File: config.mk
export PLATFORM = sky130hd
export DESIGN_NAME = pfc_top
export DESIGN_NICKNAME = d
export VERILOG_FILES = /design/src/inc/pfc_pkg.sv /design/src/rtl/pfc_fifo.sv /design/src/rtl/pfc_top.sv
export SDC_FILE = /design/constraint.sdc
export NUM_CORES = 1
export LEC_CHECK = 0
export BUFFER_PORTS_ARGS = -buffer_cell sky130_fd_sc_hd__buf_4
export CAP_MARGIN = 0
export CORE_MARGIN = 2
export CORE_UTILIZATION = 55
export CTS_CLUSTER_SIZE = 14
export DETAILED_ROUTE_END_ITERATION = 16
export GPL_ROUTABILITY_DRIVEN = 0
export GPL_TIMING_DRIVEN = 0
export PLACE_DENSITY_LB_ADDON = 0.2
export SYNTH_ARGS = -nofsm -noshare
export SYNTH_HDL_FRONTEND = slang
export SYNTH_SLANG_ARGS = --single-unit
File: constraint.sdc
create_clock -name sys_clk_i -period 3.4 [get_ports sys_clk_i]
set_input_delay 0.68 -clock sys_clk_i [delete_from_list [all_inputs] [get_ports sys_clk_i]]
set_output_delay 0.68 -clock sys_clk_i [all_outputs]
set_load 0.1 [all_outputs]
File: src/inc/pfc_pkg.sv
// pfc_pkg: register map, field positions, reset values and sizes of the
// parallel channel fifo control block.
// assumes an 8-bit register port with byte addresses.
package pfc_pkg;
    // register offsets
    localparam logic [7:0] PFC_OFF_FIFO_CTRL = 8'h31;
    localparam logic [7:0] PFC_OFF_HOLD1 = 8'h35;
    localparam logic [7:0] PFC_OFF_HOLD2 = 8'h36;
    localparam logic [7:0] PFC_OFF_LEVEL = 8'h3A;
    localparam logic [7:0] PFC_OFF_THRESH = 8'h3B;
    localparam logic [7:0] PFC_OFF_DMA_BUFFER_REG = 8'h3C;
    localparam logic [7:0] PFC_OFF_FSTAT = 8'h3D;
    localparam logic [7:0] PFC_OFF_ERRSTAT = 8'h3E;
    localparam logic [7:0] PFC_OFF_IRQSTAT = 8'h40;
    localparam logic [7:0] PFC_OFF_SOFT_RST = 8'h6C;
    // fifo_control fields
    localparam int PFC_CTRL_FLUSH_BIT = 7;
    localparam int PFC_CTRL_DMA_EN_BIT = 6;
    localparam int PFC_CTRL_DIR_BIT = 5;
    localparam int PFC_CTRL_IRQ_EN_BIT = 4;
    localparam int PFC_CTRL_RLE_BIT = 3;
    localparam int PFC_CTRL_TAG_BIT = 2;
    localparam int PFC_CTRL_ERR_EN_BIT = 1;
    localparam int PFC_CTRL_BUFWE_BIT = 0;
    // channel_soft_reset_control field
    localparam int PFC_SOFT_RST_BIT = 0;
    // fifo_status_reg fields
    localparam int PFC_FS_FULL_BIT = 7;
    localparam int PFC_FS_EMPTY_BIT = 6;
    localparam int PFC_FS_HRTAG_BIT = 4;
    localparam int PFC_FS_HRDATA_BIT = 3;
    localparam int PFC_FS_ERROR_STATUS_REG_BIT = 0;
    // irq status fields: service flag, vector, pending sources
    localparam int PFC_IRQ_SVC_BIT = 7;
    localparam int PFC_IRQ_VEC_LSB = 3;
    // reset values
    localparam logic [7:0] PFC_CTRL_RST = 8'h00;
    localparam logic [7:0] PFC_SOFT_RST_RST = 8'h00;
    localparam logic [7:0] PFC_THRESH_RST = 8'h20;
    // fifo size and level after flush
    localparam int PFC_FIFO_DEPTH = 64;
    localparam logic [7:0] PFC_LEVEL_RX_INIT = 8'h00;
    localparam logic [7:0] PFC_LEVEL_TX_INIT = 8'h40;
    // interrupt vector codes
    typedef enum logic [1:0] {
        PFC_VEC_NONE = 2'b00,
        PFC_VEC_CHAN = 2'b01,
        PFC_VEC_ERR = 2'b10,
        PFC_VEC_FIFO = 2'b11
    } pfc_vec_e;
endpackage : pfc_pkg

File: src/rtl/pfc_fifo.sv
// pfc_fifo: byte fifo with tag bit, synchronous flush and occupancy count.
// assumes push is never given when full nor pop when empty.
module pfc_fifo #(
    parameter int WIDTH = 9,
    parameter int DEPTH = 64
) (
    input wire logic clk_i,
    input wire logic rst_i,
    input wire logic flush_i,
    input wire logic push_i,
    input wire logic [WIDTH-1:0] wdata_i,
    input wire logic pop_i,
    output logic [WIDTH-1:0] rdata_o,
    output logic [$clog2(DEPTH):0] count_o,
    output logic [$clog2(DEPTH):0] count_next_o,
    output logic full_o,
    output logic empty_o
);
    localparam int AW = $clog2(DEPTH);
    logic [WIDTH-1:0] mem_q [DEPTH];
    logic [AW-1:0] wptr_q;
    logic [AW-1:0] rptr_q;
    logic [AW:0] count_q;
    logic [AW:0] count_d;
    logic do_push;
    logic do_pop;

    // guard against misuse so the count can never wrap
    assign do_push = push_i && (count_q != (AW+1)'(DEPTH));
    assign do_pop = pop_i && (count_q != '0);
    assign count_d = flush_i ? '0 : count_q + (AW+1)'(do_push) - (AW+1)'(do_pop);
    assign rdata_o = mem_q[rptr_q];
    assign count_o = count_q;
    assign count_next_o = count_d;
    assign full_o = (count_q == (AW+1)'(DEPTH));
    assign empty_o = (count_q == '0);

    // storage carries no reset; only pointers and count matter
    always_ff @(posedge clk_i) begin
        if (do_push) begin
            mem_q[wptr_q] <= wdata_i;
        end
    end

    // pointers and count return to zero on reset or flush
    always_ff @(posedge clk_i) begin
        if (rst_i || flush_i) begin
            wptr_q <= '0;
            rptr_q <= '0;
        end else begin
            wptr_q <= wptr_q + AW'(do_push);
            rptr_q <= rptr_q + AW'(do_pop);
        end
        count_q <= rst_i ? '0 : count_d;
    end
endmodule : pfc_fifo

File: src/rtl/pfc_top.sv
// pfc_top: control of the parallel channel fifo, its two-stage holding
// pipeline, the dma buffer, dma request and service request.
// assumes a single-cycle register port, a one-cycle dma acknowledge and a
// parallel port engine with valid/ready byte streams on the far side.
// Notes on behaviour
// RULE1 - channel soft reset bit holds the channel as if power-on reset.
// RULE2 - host must clear the soft reset bit; it never clears itself.
// RULE3 - soft reset touches only channel logic, not the reset register or bus.
// RULE4 - host writes zero to bits 7:1 of the soft reset register.
// RULE5 - fifo_control clears to zero on pin reset or soft reset.
// RULE6 - flush empties pipeline and fifo; host sets it with direction.
// RULE7 - with dma enabled, fifo level is compared with threshold continuously.
// RULE8 - receive: request dma while level at or above threshold, whole words.
// RULE9 - transmit: request dma while fifo data at or below threshold.
// RULE10 - direction one is transmit to fifo, zero is receive from fifo.
// RULE11 - host keeps the direction value in later control writes.
// RULE12 - master enable gates every interrupt; clear means no request.
// RULE13 - toggling master enable clears pending, service, vector and re-evaluates.
// RULE14 - host reads and rechecks status at start and end of service.
// RULE15 - rle in transmit keeps both holding stages full.
// RULE16 - host clears rle, dma enable and buffer write enable to drain.
// RULE17 - next byte written to stage one is tagged; tag bit then clears.
// RULE18 - error enable lets a data error raise an interrupt under master enable.
// RULE19 - buffer write enable allows host writes to the dma buffer, then drained.
// RULE20 - data flows stage one, stage two, then fifo or dma buffer.
// RULE21 - flush sets level to zero data in receive, sixty-four free in transmit.
//
// The implementer's own choice: the strobed register port.
module pfc_top import pfc_pkg::*; #(
    parameter int DEPTH = PFC_FIFO_DEPTH
) (
    input wire logic sys_clk_i,
    input wire logic rst_i,
    input wire logic [7:0] reg_addr_i,
    input wire logic [7:0] reg_wdata_i,
    input wire logic reg_wr_i,
    input wire logic reg_rd_i,
    output logic [7:0] reg_rdata_o,
    input wire logic dma_ack_i,
    input wire logic [15:0] dma_wdata_i,
    output logic [15:0] dma_rdata_o,
    output logic dma_request_n_o,
    input wire logic pp_rx_valid_i,
    input wire logic [7:0] pp_rx_data_i,
    input wire logic pp_rx_tag_i,
    input wire logic pp_rx_err_i,
    output logic pp_rx_ready_o,
    output logic pp_tx_valid_o,
    output logic [7:0] pp_tx_data_o,
    output logic pp_tx_tag_o,
    input wire logic pp_tx_ready_i,
    input wire logic chan_irq_i,
    output logic chan_reset_o,
    output logic service_request_n_o
);
    localparam int CW = $clog2(DEPTH) + 1;
    logic soft_rst_q, chan_rst;
    logic [7:0] ctrl_q, ctrl_d, thr_q, error_status_reg_q, rdata_q, rd_mux, level, fstat, irqstat;
    logic [7:0] s1_q, s2_q;
    logic s1_vld_q, s1_tag_q, s2_vld_q, s2_tag_q;
    logic [15:0] buf_q;
    logic [1:0] buf_cnt_q;
    logic tx_vld_q, tx_tag_q, rx_rdy_q, dreq_n_q, svc_n_q, service_q;
    logic [7:0] tx_data_q;
    logic [2:0] pending_q, src;
    pfc_vec_e vec_q, vec_d;
    logic [8:0] fifo_wdata, fifo_rdata;
    logic [CW-1:0] fifo_cnt, fifo_cnt_next;
    logic fifo_full, fifo_empty, fifo_push, fifo_pop;

    // register decode
    logic wr_ctrl, wr_thr, wr_hold1, wr_buf, wr_err, wr_soft;
    logic rd_hold1, rd_hold2, rd_buf, rd_irq;
    assign wr_ctrl = reg_wr_i && (reg_addr_i == PFC_OFF_FIFO_CTRL);
    assign wr_thr = reg_wr_i && (reg_addr_i == PFC_OFF_THRESH);
    assign wr_hold1 = reg_wr_i && (reg_addr_i == PFC_OFF_HOLD1);
    assign wr_buf = reg_wr_i && (reg_addr_i == PFC_OFF_DMA_BUFFER_REG);
    assign wr_err = reg_wr_i && (reg_addr_i == PFC_OFF_ERRSTAT);
    assign wr_soft = reg_wr_i && (reg_addr_i == PFC_OFF_SOFT_RST);
    assign rd_hold1 = reg_rd_i && (reg_addr_i == PFC_OFF_HOLD1);
    assign rd_hold2 = reg_rd_i && (reg_addr_i == PFC_OFF_HOLD2);
    assign rd_buf = reg_rd_i && (reg_addr_i == PFC_OFF_DMA_BUFFER_REG);
    assign rd_irq = reg_rd_i && (reg_addr_i == PFC_OFF_IRQSTAT);

    // control field views
    logic flush, dma_en, tx, irq_en, rle, tag_next, err_en, bufwe, irq_toggle;
    assign flush = wr_ctrl && reg_wdata_i[PFC_CTRL_FLUSH_BIT]; // RULE6
    assign dma_en = ctrl_q[PFC_CTRL_DMA_EN_BIT];
    assign tx = ctrl_q[PFC_CTRL_DIR_BIT]; // RULE10
    assign irq_en = ctrl_q[PFC_CTRL_IRQ_EN_BIT];
    assign rle = ctrl_q[PFC_CTRL_RLE_BIT];
    assign tag_next = ctrl_q[PFC_CTRL_TAG_BIT];
    assign err_en = ctrl_q[PFC_CTRL_ERR_EN_BIT];
    assign bufwe = ctrl_q[PFC_CTRL_BUFWE_BIT];
    assign irq_toggle = wr_ctrl && (reg_wdata_i[PFC_CTRL_IRQ_EN_BIT] != irq_en);
    assign chan_rst = rst_i || soft_rst_q; // RULE1

    // soft reset bit: only the pin resets it and only a host write clears it, so the bus and this register
    // stay usable while the channel is held; upper bits are not stored
    always_ff @(posedge sys_clk_i) begin
        if (rst_i) begin
            soft_rst_q <= PFC_SOFT_RST_RST[PFC_SOFT_RST_BIT]; // RULE3
        end else if (wr_soft) begin
            soft_rst_q <= reg_wdata_i[PFC_SOFT_RST_BIT]; // RULE1
        end
    end

    // flush is a pulse and reads back zero; tag bit drops on the tagged write
    logic hold1_wr_ok;
    assign hold1_wr_ok = wr_hold1 && !s1_vld_q;
    assign ctrl_d = wr_ctrl ? {1'b0, reg_wdata_i[6:0]}
                  : (hold1_wr_ok ? (ctrl_q & ~(8'h01 << PFC_CTRL_TAG_BIT)) : ctrl_q); // RULE17

    // control register cleared and threshold loaded with 20h by either reset
    always_ff @(posedge sys_clk_i) begin
        if (chan_rst) begin
            ctrl_q <= PFC_CTRL_RST; // RULE5
            thr_q <= PFC_THRESH_RST;
        end else begin
            ctrl_q <= ctrl_d;
            thr_q <= wr_thr ? reg_wdata_i : thr_q;
        end
    end

    // pipeline moves; one move per stage per cycle keeps the priorities plain,
    // at the cost of one byte every two cycles through the stages
    logic buf_host_wr, tx_ack, rx_ack, buf_to_s1, s1_to_s2, tx_push, fifo_to_s1;
    logic s2_to_buf, buf_rd_pop, tx_out_load, rx_push;
    assign tx_ack = dma_ack_i && tx && (buf_cnt_q == 2'h0);
    assign rx_ack = dma_ack_i && !tx && (buf_cnt_q == 2'h2);
    assign buf_host_wr = wr_buf && bufwe && tx && (buf_cnt_q != 2'h2) && !tx_ack; // RULE19
    assign buf_to_s1 = tx && (buf_cnt_q != 2'h0) && !s1_vld_q && !wr_hold1 && !buf_host_wr; // RULE20
    assign s1_to_s2 = s1_vld_q && !s2_vld_q && !rd_hold1; // RULE20
    // with rle the second stage only advances when a fresh byte waits behind
    assign tx_push = tx && s2_vld_q && !fifo_full && !rd_hold2
                     && (!rle || (s1_vld_q && (buf_cnt_q != 2'h0))); // RULE15
    assign fifo_to_s1 = !tx && !fifo_empty && !s1_vld_q && !wr_hold1; // RULE20
    assign buf_rd_pop = rd_buf && !tx && (buf_cnt_q != 2'h0) && !rx_ack;
    // a received tag stops dma flow until the host reads it out
    assign s2_to_buf = !tx && s2_vld_q && !s2_tag_q && (buf_cnt_q != 2'h2)
                       && !rx_ack && !buf_rd_pop && !rd_hold2;
    assign tx_out_load = tx && !fifo_empty && (!tx_vld_q || pp_tx_ready_i);
    assign rx_push = !tx && pp_rx_valid_i && rx_rdy_q;
    assign fifo_push = tx ? tx_push : rx_push;
    assign fifo_pop = tx ? tx_out_load : fifo_to_s1;
    assign fifo_wdata = tx ? {s2_tag_q, s2_q} : {pp_rx_tag_i, pp_rx_data_i};

    // holding stage one
    always_ff @(posedge sys_clk_i) begin
        if (chan_rst || flush) begin
            s1_vld_q <= 1'b0; // RULE6
            s1_tag_q <= 1'b0;
            s1_q <= 8'h00;
        end else if (hold1_wr_ok) begin
            {s1_vld_q, s1_tag_q, s1_q} <= {1'b1, tag_next, reg_wdata_i}; // RULE17
        end else if (buf_to_s1) begin
            {s1_vld_q, s1_tag_q, s1_q} <= {1'b1, 1'b0, buf_q[7:0]};
        end else if (fifo_to_s1) begin
            {s1_vld_q, s1_tag_q, s1_q} <= {1'b1, fifo_rdata};
        end else if (s1_to_s2 || rd_hold1) begin
            s1_vld_q <= 1'b0;
        end
    end

    // holding stage two
    always_ff @(posedge sys_clk_i) begin
        if (chan_rst || flush) begin
            {s2_vld_q, s2_tag_q, s2_q} <= {1'b0, 1'b0, 8'h00}; // RULE6
        end else if (s1_to_s2) begin
            {s2_vld_q, s2_tag_q, s2_q} <= {1'b1, s1_tag_q, s1_q};
        end else if (tx_push || s2_to_buf || rd_hold2) begin
            s2_vld_q <= 1'b0;
        end
    end

    // dma buffer: one 16-bit word, low byte first on the parallel side
    always_ff @(posedge sys_clk_i) begin
        if (chan_rst || flush) begin
            buf_q <= 16'h0000;
            buf_cnt_q <= 2'h0;
        end else if (tx_ack) begin
            buf_q <= dma_wdata_i;
            buf_cnt_q <= 2'h2;
        end else if (buf_host_wr) begin
            buf_q <= (buf_cnt_q == 2'h0) ? {8'h00, reg_wdata_i} : {reg_wdata_i, buf_q[7:0]};
            buf_cnt_q <= buf_cnt_q + 2'h1;
        end else if (buf_to_s1 || buf_rd_pop) begin
            buf_q <= {8'h00, buf_q[15:8]};
            buf_cnt_q <= buf_cnt_q - 2'h1;
        end else if (rx_ack) begin
            buf_cnt_q <= 2'h0;
        end else if (s2_to_buf) begin
            buf_q <= (buf_cnt_q == 2'h0) ? {8'h00, s2_q} : {s2_q, buf_q[7:0]};
            buf_cnt_q <= buf_cnt_q + 2'h1;
        end
    end

    pfc_fifo #(
        .WIDTH(9),
        .DEPTH(DEPTH)
    ) u_fifo (
        .clk_i(sys_clk_i),
        .rst_i(chan_rst),
        .flush_i(flush),
        .push_i(fifo_push),
        .wdata_i(fifo_wdata),
        .pop_i(fifo_pop),
        .rdata_o(fifo_rdata),
        .count_o(fifo_cnt),
        .count_next_o(fifo_cnt_next),
        .full_o(fifo_full),
        .empty_o(fifo_empty)
    );

    // level reads data held in receive, free space in transmit
    assign level = tx ? 8'(DEPTH - int'(fifo_cnt)) : 8'(fifo_cnt); // RULE21

    // dma request: whole words only, dropped at once on acknowledge
    logic rx_req, tx_req;
    assign rx_req = dma_en && !tx && (level >= thr_q) && (buf_cnt_q == 2'h2); // RULE7 RULE8
    assign tx_req = dma_en && tx && (8'(fifo_cnt) <= thr_q) && (buf_cnt_q == 2'h0); // RULE7 RULE9

    // port-facing stream registers and request outputs
    always_ff @(posedge sys_clk_i) begin
        if (chan_rst) begin
            tx_vld_q <= 1'b0;
            tx_tag_q <= 1'b0;
            tx_data_q <= 8'h00;
            rx_rdy_q <= 1'b0;
            dreq_n_q <= 1'b1;
        end else begin
            if (flush) begin
                tx_vld_q <= 1'b0;
            end else if (tx_out_load) begin
                {tx_vld_q, tx_tag_q, tx_data_q} <= {1'b1, fifo_rdata};
            end else if (pp_tx_ready_i) begin
                tx_vld_q <= 1'b0;
            end
            // ready looks at next count so the fifo cannot overflow
            rx_rdy_q <= !ctrl_d[PFC_CTRL_DIR_BIT] && (fifo_cnt_next < CW'(DEPTH)); // RULE10
            dreq_n_q <= !((rx_req || tx_req) && !dma_ack_i && !flush);
        end
    end

    // data error flag: set wins over a write-one clear
    always_ff @(posedge sys_clk_i) begin
        if (chan_rst) begin
            error_status_reg_q <= 8'h00;
        end else begin
            error_status_reg_q[0] <= pp_rx_err_i || (error_status_reg_q[0] && !(wr_err && reg_wdata_i[0]));
        end
    end

    // interrupt sources: channel, enabled data error, received tag
    assign src = {!tx && s2_vld_q && s2_tag_q, err_en && (error_status_reg_q != 8'h00), chan_irq_i}; // RULE18
    assign vec_d = pending_q[0] ? PFC_VEC_CHAN : pending_q[1] ? PFC_VEC_ERR
                 : pending_q[2] ? PFC_VEC_FIFO : PFC_VEC_NONE;

    // pending tracks live sources until serviced; a toggle of the master
    // enable wipes the service state and the next cycle re-evaluates
    always_ff @(posedge sys_clk_i) begin
        if (chan_rst || irq_toggle) begin
            pending_q <= 3'h0; // RULE13
            service_q <= 1'b0;
            vec_q <= PFC_VEC_NONE;
        end else begin
            pending_q <= (irq_en && !service_q) ? src : (irq_en ? pending_q : 3'h0); // RULE12
            if (rd_irq && (pending_q != 3'h0) && !service_q) begin
                service_q <= 1'b1;
                vec_q <= vec_d;
            end
        end
    end

    always_ff @(posedge sys_clk_i) begin
        svc_n_q <= chan_rst ? 1'b1 : !(irq_en && (pending_q != 3'h0) && !service_q); // RULE12
    end

    // status views
    always_comb begin
        fstat = 8'h00;
        fstat[PFC_FS_FULL_BIT] = fifo_full;
        fstat[PFC_FS_EMPTY_BIT] = fifo_empty;
        fstat[PFC_FS_HRTAG_BIT] = (s1_vld_q && s1_tag_q) || (s2_vld_q && s2_tag_q);
        fstat[PFC_FS_HRDATA_BIT] = s1_vld_q || s2_vld_q;
        fstat[PFC_FS_ERROR_STATUS_REG_BIT] = (error_status_reg_q != 8'h00);
        irqstat = 8'h00;
        irqstat[PFC_IRQ_SVC_BIT] = service_q;
        irqstat[PFC_IRQ_VEC_LSB +: 2] = vec_q;
        irqstat[2:0] = pending_q;
    end

    // read mux; unmapped addresses read zero
    always_comb begin
        unique case (reg_addr_i)
            PFC_OFF_FIFO_CTRL: rd_mux = ctrl_q;
            PFC_OFF_SOFT_RST: rd_mux = {7'h00, soft_rst_q};
            PFC_OFF_HOLD1: rd_mux = s1_q;
            PFC_OFF_HOLD2: rd_mux = s2_q;
            PFC_OFF_LEVEL: rd_mux = level;
            PFC_OFF_THRESH: rd_mux = thr_q;
            PFC_OFF_DMA_BUFFER_REG: rd_mux = buf_q[7:0];
            PFC_OFF_FSTAT: rd_mux = fstat;
            PFC_OFF_ERRSTAT: rd_mux = error_status_reg_q;
            PFC_OFF_IRQSTAT: rd_mux = irqstat;
            default: rd_mux = 8'h00;
        endcase
    end

    // read data stands only in the cycle after the strobe
    always_ff @(posedge sys_clk_i) begin
        rdata_q <= (rst_i || !reg_rd_i) ? 8'h00 : rd_mux; // RULE3
    end

    assign reg_rdata_o = rdata_q;
    assign dma_rdata_o = buf_q;
    assign dma_request_n_o = dreq_n_q;
    assign pp_rx_ready_o = rx_rdy_q;
    assign pp_tx_valid_o = tx_vld_q;
    assign pp_tx_data_o = tx_data_q;
    assign pp_tx_tag_o = tx_tag_q;
    assign chan_reset_o = soft_rst_q;
    assign service_request_n_o = svc_n_q;
endmodule : pfc_top

# Yosys cells after proc, flatten, opt, wreduce, memory -nomap -nowiden
# Memory sizes are Yosys's and may differ from the RTL's. A register that Yosys moved wholly into a read port is not among the register bits.
# Cells that the tools add are included.
# classes
magnitude_cmp,3
addsub,7
n_eq_ne,18
reduce_logical,126
bitwise_logic,1
mux,42
# ops
op,n
$mux W16,7
$pmux W8 S10,1
$logic_and A1 B1 Y1,70
$eq A8 B6 Y1 const B,8
$mux W8,4
$logic_not A1 Y1,23
$eq A8 B7 Y1 const B,2
$mux W2,8
$mux W1,15
$logic_or A1 B1 Y1,14
$mux W7,2
$add A6 B1 Y6,2
$reduce_bool A4 Y1,3
$mux W3,3
$mux W9,1
$reduce_bool A3 Y1,3
$ge A8 B8 Y1,1
$le A7 B8 Y1,1
$reduce_bool A2 Y1,4
$sub A7 B7 Y8 const A,1
$add A7 B1 Y7,1
$eq A7 B7 Y1 const B,1
$logic_not A7 Y1,1
$lt A7 B7 Y1 const B,1
other kinds (18),20
# totals
ram_bits,576
input_bits,50
register_bits,101
out_inout_bits,38
word_cells,227
memories,1
# mem_list
memory,words,word_bits,rd,rd_ports_with_merged_regs,write_ports,line_no,rtl
u_fifo.mem_q,64,9,1,1,1,pfc_fifo.sv:20,logic [WIDTH-1:0] mem_q [DEPTH];

# Logic depth before layout (Yosys ltp)
# depth
word_depth,13
ltp_mapped,18
depth_no_buf,17

# Cells and area by module
# Synthesis repeated with hierarchy kept, for this count alone.
# hier_totals
cells_unflattened,1782
hier_area_um2,28289.6
# by_module_without_submodules
module,n_inst,cells_per_inst,seq_area_each_um2,area_each_um2
pfc_fifo,1,1188,17677.0,23448.7
pfc_top,1,594,1641.6,4840.9

# Worst setup path before layout
# Ideal clock, no wire load.
# synth_path
path_type,input -> register
from,input port reg_addr_i[6]
to,register rx_rdy_q (netlist: pp_rx_ready_o)
t_arrival_ns,3.348
path_slack_ns,-0.081
stages,18
setup_time_ns,0.132
t_required_ns,3.268
n_path_buf,1
cell_sequence,and4bb_2 -> and4b_1 -> buf_2 -> a211oi_1 -> a21oi_1 -> nor2_1 -> ha_1 -> inv_1 -> ha_1 -> inv_1 -> fa_1 -> o21bai_1 -> a21oi_1 -> o21bai_1 -> a21oi_1 -> xor2_1 -> o21ai_0 -> a21oi_1
# synth_via
elab_chain_cells,12
elab_cells_between_ends,23
classes_between,2 x add/sub; 1 x order compare; 3 x eq/ne; 4 x mux; 13 x reduce/logical
# synth_lines
element,line_no,rtl
"start, declared",pfc_top.sv:34,"input wire logic [7:0] reg_addr_i,"
$eq A8 B6 Y1,pfc_top.sv:81,assign rd_hold2 = reg_rd_i && (reg_addr_i == PFC_OFF_HOLD2);
$logic_and A1 B1 Y1,pfc_top.sv:81,
$logic_not A1 Y1,pfc_top.sv:135,assign tx_push = tx && s2_vld_q && !fifo_full && !rd_hold2
$logic_and A1 B1 Y1,pfc_top.sv:135,
$logic_and A1 B1 Y1,pfc_top.sv:136,&& (!rle || (s1_vld_q && (buf_cnt_q != 2'h0)));
$mux W1,pfc_top.sv:144,assign fifo_push = tx ? tx_push : rx_push;
$logic_and A1 B1 Y1,pfc_fifo.sv:29,assign do_push = push_i && (count_q != (AW+1)'(DEPTH));
$add A7 B1 Y7,pfc_fifo.sv:31,assign count_d = flush_i ? '0 : count_q + (AW+1)'(do_push) - (AW+1)'(do_pop);
$sub A7 B1 Y7,pfc_fifo.sv:31,
$mux W7,pfc_fifo.sv:31,
$lt A7 B7 Y1,pfc_top.sv:240,rx_rdy_q <= !ctrl_d[PFC_CTRL_DIR_BIT] && (fifo_cnt_next < CW'(DEPTH));
$logic_and A1 B1 Y1 *,pfc_top.sv:240,
"end signal, assigned",pfc_top.sv:240,
"end, declared",pfc_top.sv:63,"logic tx_vld_q, tx_tag_q, rx_rdy_q, dreq_n_q, svc_n_q, service_q;"
# Mark *: on every way between the ends. The rest lies on a longest branch, timed or not. The select of a mux whose other input is x is not followed.
# A chain may end at the register's enable or synchronous reset.

# Worst setup path in the final report
# layout_path
from,register u_fifo.count_q[2] (netlist: u_fifo.count_o[2])
to,register rx_rdy_q (netlist: pp_rx_ready_o)
# layout_via
elab_chain_cells,12
elab_cells_between_ends,23
classes_between,2 x add/sub; 1 x order compare; 2 x eq/ne; 3 x mux; 15 x reduce/logical
# layout_lines
element,line_no,rtl
"start, declared",pfc_fifo.sv:23,logic [AW:0] count_q;
"start signal, assigned",pfc_fifo.sv:54,count_q <= rst_i ? '0 : count_d;
$eq A7 B7 Y1,pfc_fifo.sv:35,assign full_o = (count_q == (AW+1)'(DEPTH));
$logic_not A1 Y1,pfc_top.sv:135,
$logic_and A1 B1 Y1 (2 in series),pfc_top.sv:135,
$logic_and A1 B1 Y1,pfc_top.sv:136,
$mux W1,pfc_top.sv:144,
$logic_and A1 B1 Y1,pfc_fifo.sv:29,
$add A7 B1 Y7,pfc_fifo.sv:31,
$sub A7 B1 Y7 *,pfc_fifo.sv:31,
$mux W7 *,pfc_fifo.sv:31,
$lt A7 B7 Y1 *,pfc_top.sv:240,
$logic_and A1 B1 Y1 *,pfc_top.sv:240,
# Mark *: on every way between the ends. The rest lies on a longest branch, timed or not.

==> reports/qor.csv <==
stage,metric,value,unit
timing,Max Clock Skew,0.0227,ns
worst_setup_path,CP endpoint kind,register,
timing,FMAX,284,MHz
logic_synthesis,"Seq/Total Area, Yosys",0.691,
timing,Worst-Margin Slew,1.36,ns
route,Final ANT Viol Nets,0,
route,Via density,6.49,
cts,Worst-path clk slew,0.06,ns
logic_synthesis,"EDFF count, synth",576,
worst_setup_path,critical path data arrival time,4.05,ns
timing,unrepaired setup endpoints after global routing,true,
place,dpl ws,-1.11,ns
global_route,gr usage total,0.293,
final_layout,layout cells sized above 1,0.250,
power,leakage,0.0104,uW
worst_hold_path,Hold Path Class,in2reg,
place,dpl hpwl,50500,um
route,DRC Markers,0,
outcome,violated checks,setup timing,
final_layout,Final Cell Area,32300,um2
cts,CTS Buf Count,68,
power,peak supply drop,439,uV
global_route,vias in the first global route,17200,
timing,final slew viol count,0,
route,number of DRC markers in iteration 0,2527,
die,Die X,230,um
cts,CTS root buffer,clkbuf_16,
logic_synthesis,Post-Syn Nets,1861,
worst_setup_path,Worst path top cell family by delay,compound AO/OA/AOI/OAI gates,
final_layout,Fill cells,3493,
timing,Tmin final,3.52,ns
logic_synthesis,fraction of registers with async set/reset,0,
worst_setup_path,CP Class,reg2reg,
final_layout,Final #Nets,2037,
cts,CTS tree,built,
timing,normalized max-slew margin,0.0908,
worst_setup_path,CP max stage delay,0.39,ns
timing,crit share post-route,1.04,
die,core box area,50200,um2
outcome,status,"finished, violations left",
worst_setup_path,Crit path top cell by count,a21oi_2,
logic_synthesis,Seq cells post-synth,677,
worst_setup_path,"Cell Chain, Critical Path","inv_4, ha_4, and4_4, a211o_1, or3b_4, a21oi_4, ha_4, inv_2, fa_2, o21bai_1, a21oi_2, o21bai_1, a21oi_2, xor2_2, nand3_2, a21oi_2",
final_layout,"commonest non-fill, non-tap cell in the layout",edfxtp_1,
cts,hold_buf cts,0,
timing,WHS,0.251,ns
die,full die area,52700,um2
die,Starting Density,0.557,
route,wire per inst,28.4,um
logic_synthesis,Synth Flop Type,edfxtp_1,
logic_synthesis,Netlist cell types,70,
timing,Final Worst Setup Slack,-0.124,ns
die,Die Height,230,um
worst_setup_path,CP max-delay cell,or3b_4,
cts,H-tree depth,3,
worst_setup_path,CP Launch Type,register,
worst_setup_path,"Req. time, crit path",3.93,ns
power,PwrDens,682,nW/um2
timing,Final Hold Vio Count,0,
run,max cap viols,0,
die,row count,82,
worst_setup_path,Crit Path Max Fanout,3,
logic_synthesis,post-synthesis cell area,28000,um2
place,placed instance area,29500,um2
worst_setup_path,WP buf/inv,2,
place,port buffer count,84,
global_route,largest net degree at the start of global routing,65,
power,Power Total,22100,uW
route,first-pass iteration count of the detailed router,8,
route,Via Count,17400,
global_route,first-pass GRT wire length,113000,um
logic_synthesis,syn_area_per_cell,15.7,um2
timing,Final setup viols,12,
die,I/O pins,88,
global_route,total grt overflow,0,
logic_synthesis,Syn. warnings,0,
final_layout,antenna cells,0,
final_layout,Area growth syn-to-layout,15.6,%
logic_synthesis,Cells after Synth,1777,
cts,Clock Sinks,677,
cts,maximum clock path buffer count,3,
global_route,initial antenna violation count,0,
cts,clk_lat worst skew,0.61,ns
final_layout,final std cells w/o fill,2676,
place,placed insts,2533,
final_layout,most frequent cells in the layout,"576 x edfxtp_1, 117 x buf_4, 104 x mux4_2, 102 x nand2_1",
route,Total Routed Length,76000,um
-- synthesized netlist by cell type (8+ instances only) --
master,count,area [um2]
edfxtp_1,576,17300
nor2_1,159,597
nand2_1,108,405
mux4_2,104,2340
dfxtp_1,101,2020
mux2i_1,74,741
clkbuf_1,62,233
a21oi_1,51,255
o21ai_0,43,215
a211oi_1,35,263
ha_1,33,413
nand3_1,32,160
a22oi_1,30,225
inv_1,28,105
buf_2,27,135
a31oi_1,25,156
mux2_2,25,282
o221ai_1,25,219
a22o_1,23,201
a221oi_1,19,166
xnor2_1,14,123
a211o_1,12,105
a21o_1,11,82.6
nor2b_1,11,68.8
o22ai_1,11,68.8
a222oi_1,10,100
and2_1,10,62.6
buf_1,10,37.5
buf_4,8,60.1
-- stage by stage --
step	TNS, ns	util
after CTS	-0.0794	0.642
after floorplan	0	-
after global placement	-496.53	0.587
final	-0.319	0.645
after detailed placement	-526.42	0.587
after global routing	-1.04	0.645
-- layer usage --
metal,routed length (um),up-vias,track usage
met1,29100,8759,0.390
met2,36200,975,0.473
li1,-,7416,-
met3,7010,223,0.0618
met4,3600,0,0.117
met5,0,-,0
-- path summary, 6_finish.rpt --
| kind | cells past startpoint | startpoint | slack, ns | endpoint |
|---|---|---|---|---|
| setup reg to reg | 16 | u_fifo.count_o[2] | -0.12 | pp_rx_ready_o |
| setup / recovery | 16 | u_fifo.count_o[2] | -0.12 | pp_rx_ready_o |
| hold / removal | 2 | rst_i | 0.25 | chan_reset_o |
| hold reg to reg | 2 | ctrl_q[1] | 0.48 | ctrl_q[1] |
-- report_power, final --
part           switching, uW  internal, uW  total (uW)
sequential               234          9210        9450
clock                   3100          3770        6870
combinational           3360          2380        5740
total                   6700         15400       22100
-- cell families after synthesis --
group	synth area share
simple gates	0.0623
compound gates	0.0837
fa+ha+maj	0.0155
buf+inv	0.0212
mux	0.120
flops	0.691
xor+xnor	0.00626
-- repair_timing --
action                     in CTS  in global routing
setup endpoints to repair     594                100
pin swaps                      10                 13
buffers inserted               16                  8
resized for setup             185                 39
-- sequential cells by signal, summed over array words and instances, names as in the netlist, 2 cells and up --
register        flops
u_fifo.mem_q      576
dma_rdata_o        16
pp_tx_data_o        8
reg_rdata_o         8
s1_q                8
s2_q                8
thr_q               8
ctrl_q              7
u_fifo.count_o      7
u_fifo.rptr_q       6
u_fifo.wptr_q       6
pending_q           3
buf_cnt_q           2
vec_q               2
-- layout make-up --
type,count,area (um2),share of cell area
plain buffers,106,519,0.0161
clock buffers,94,1820,0.0563
clock inverters,27,160,0.00495
inverters,28,119,0.00368
multi-input cells,963,8720,0.270
flip-flops and latches,677,19300,0.598
well taps,672,841,0.0260
repair buffers,109,831,0.0257
Note: power is estimated with default switching activity, not from simulation.
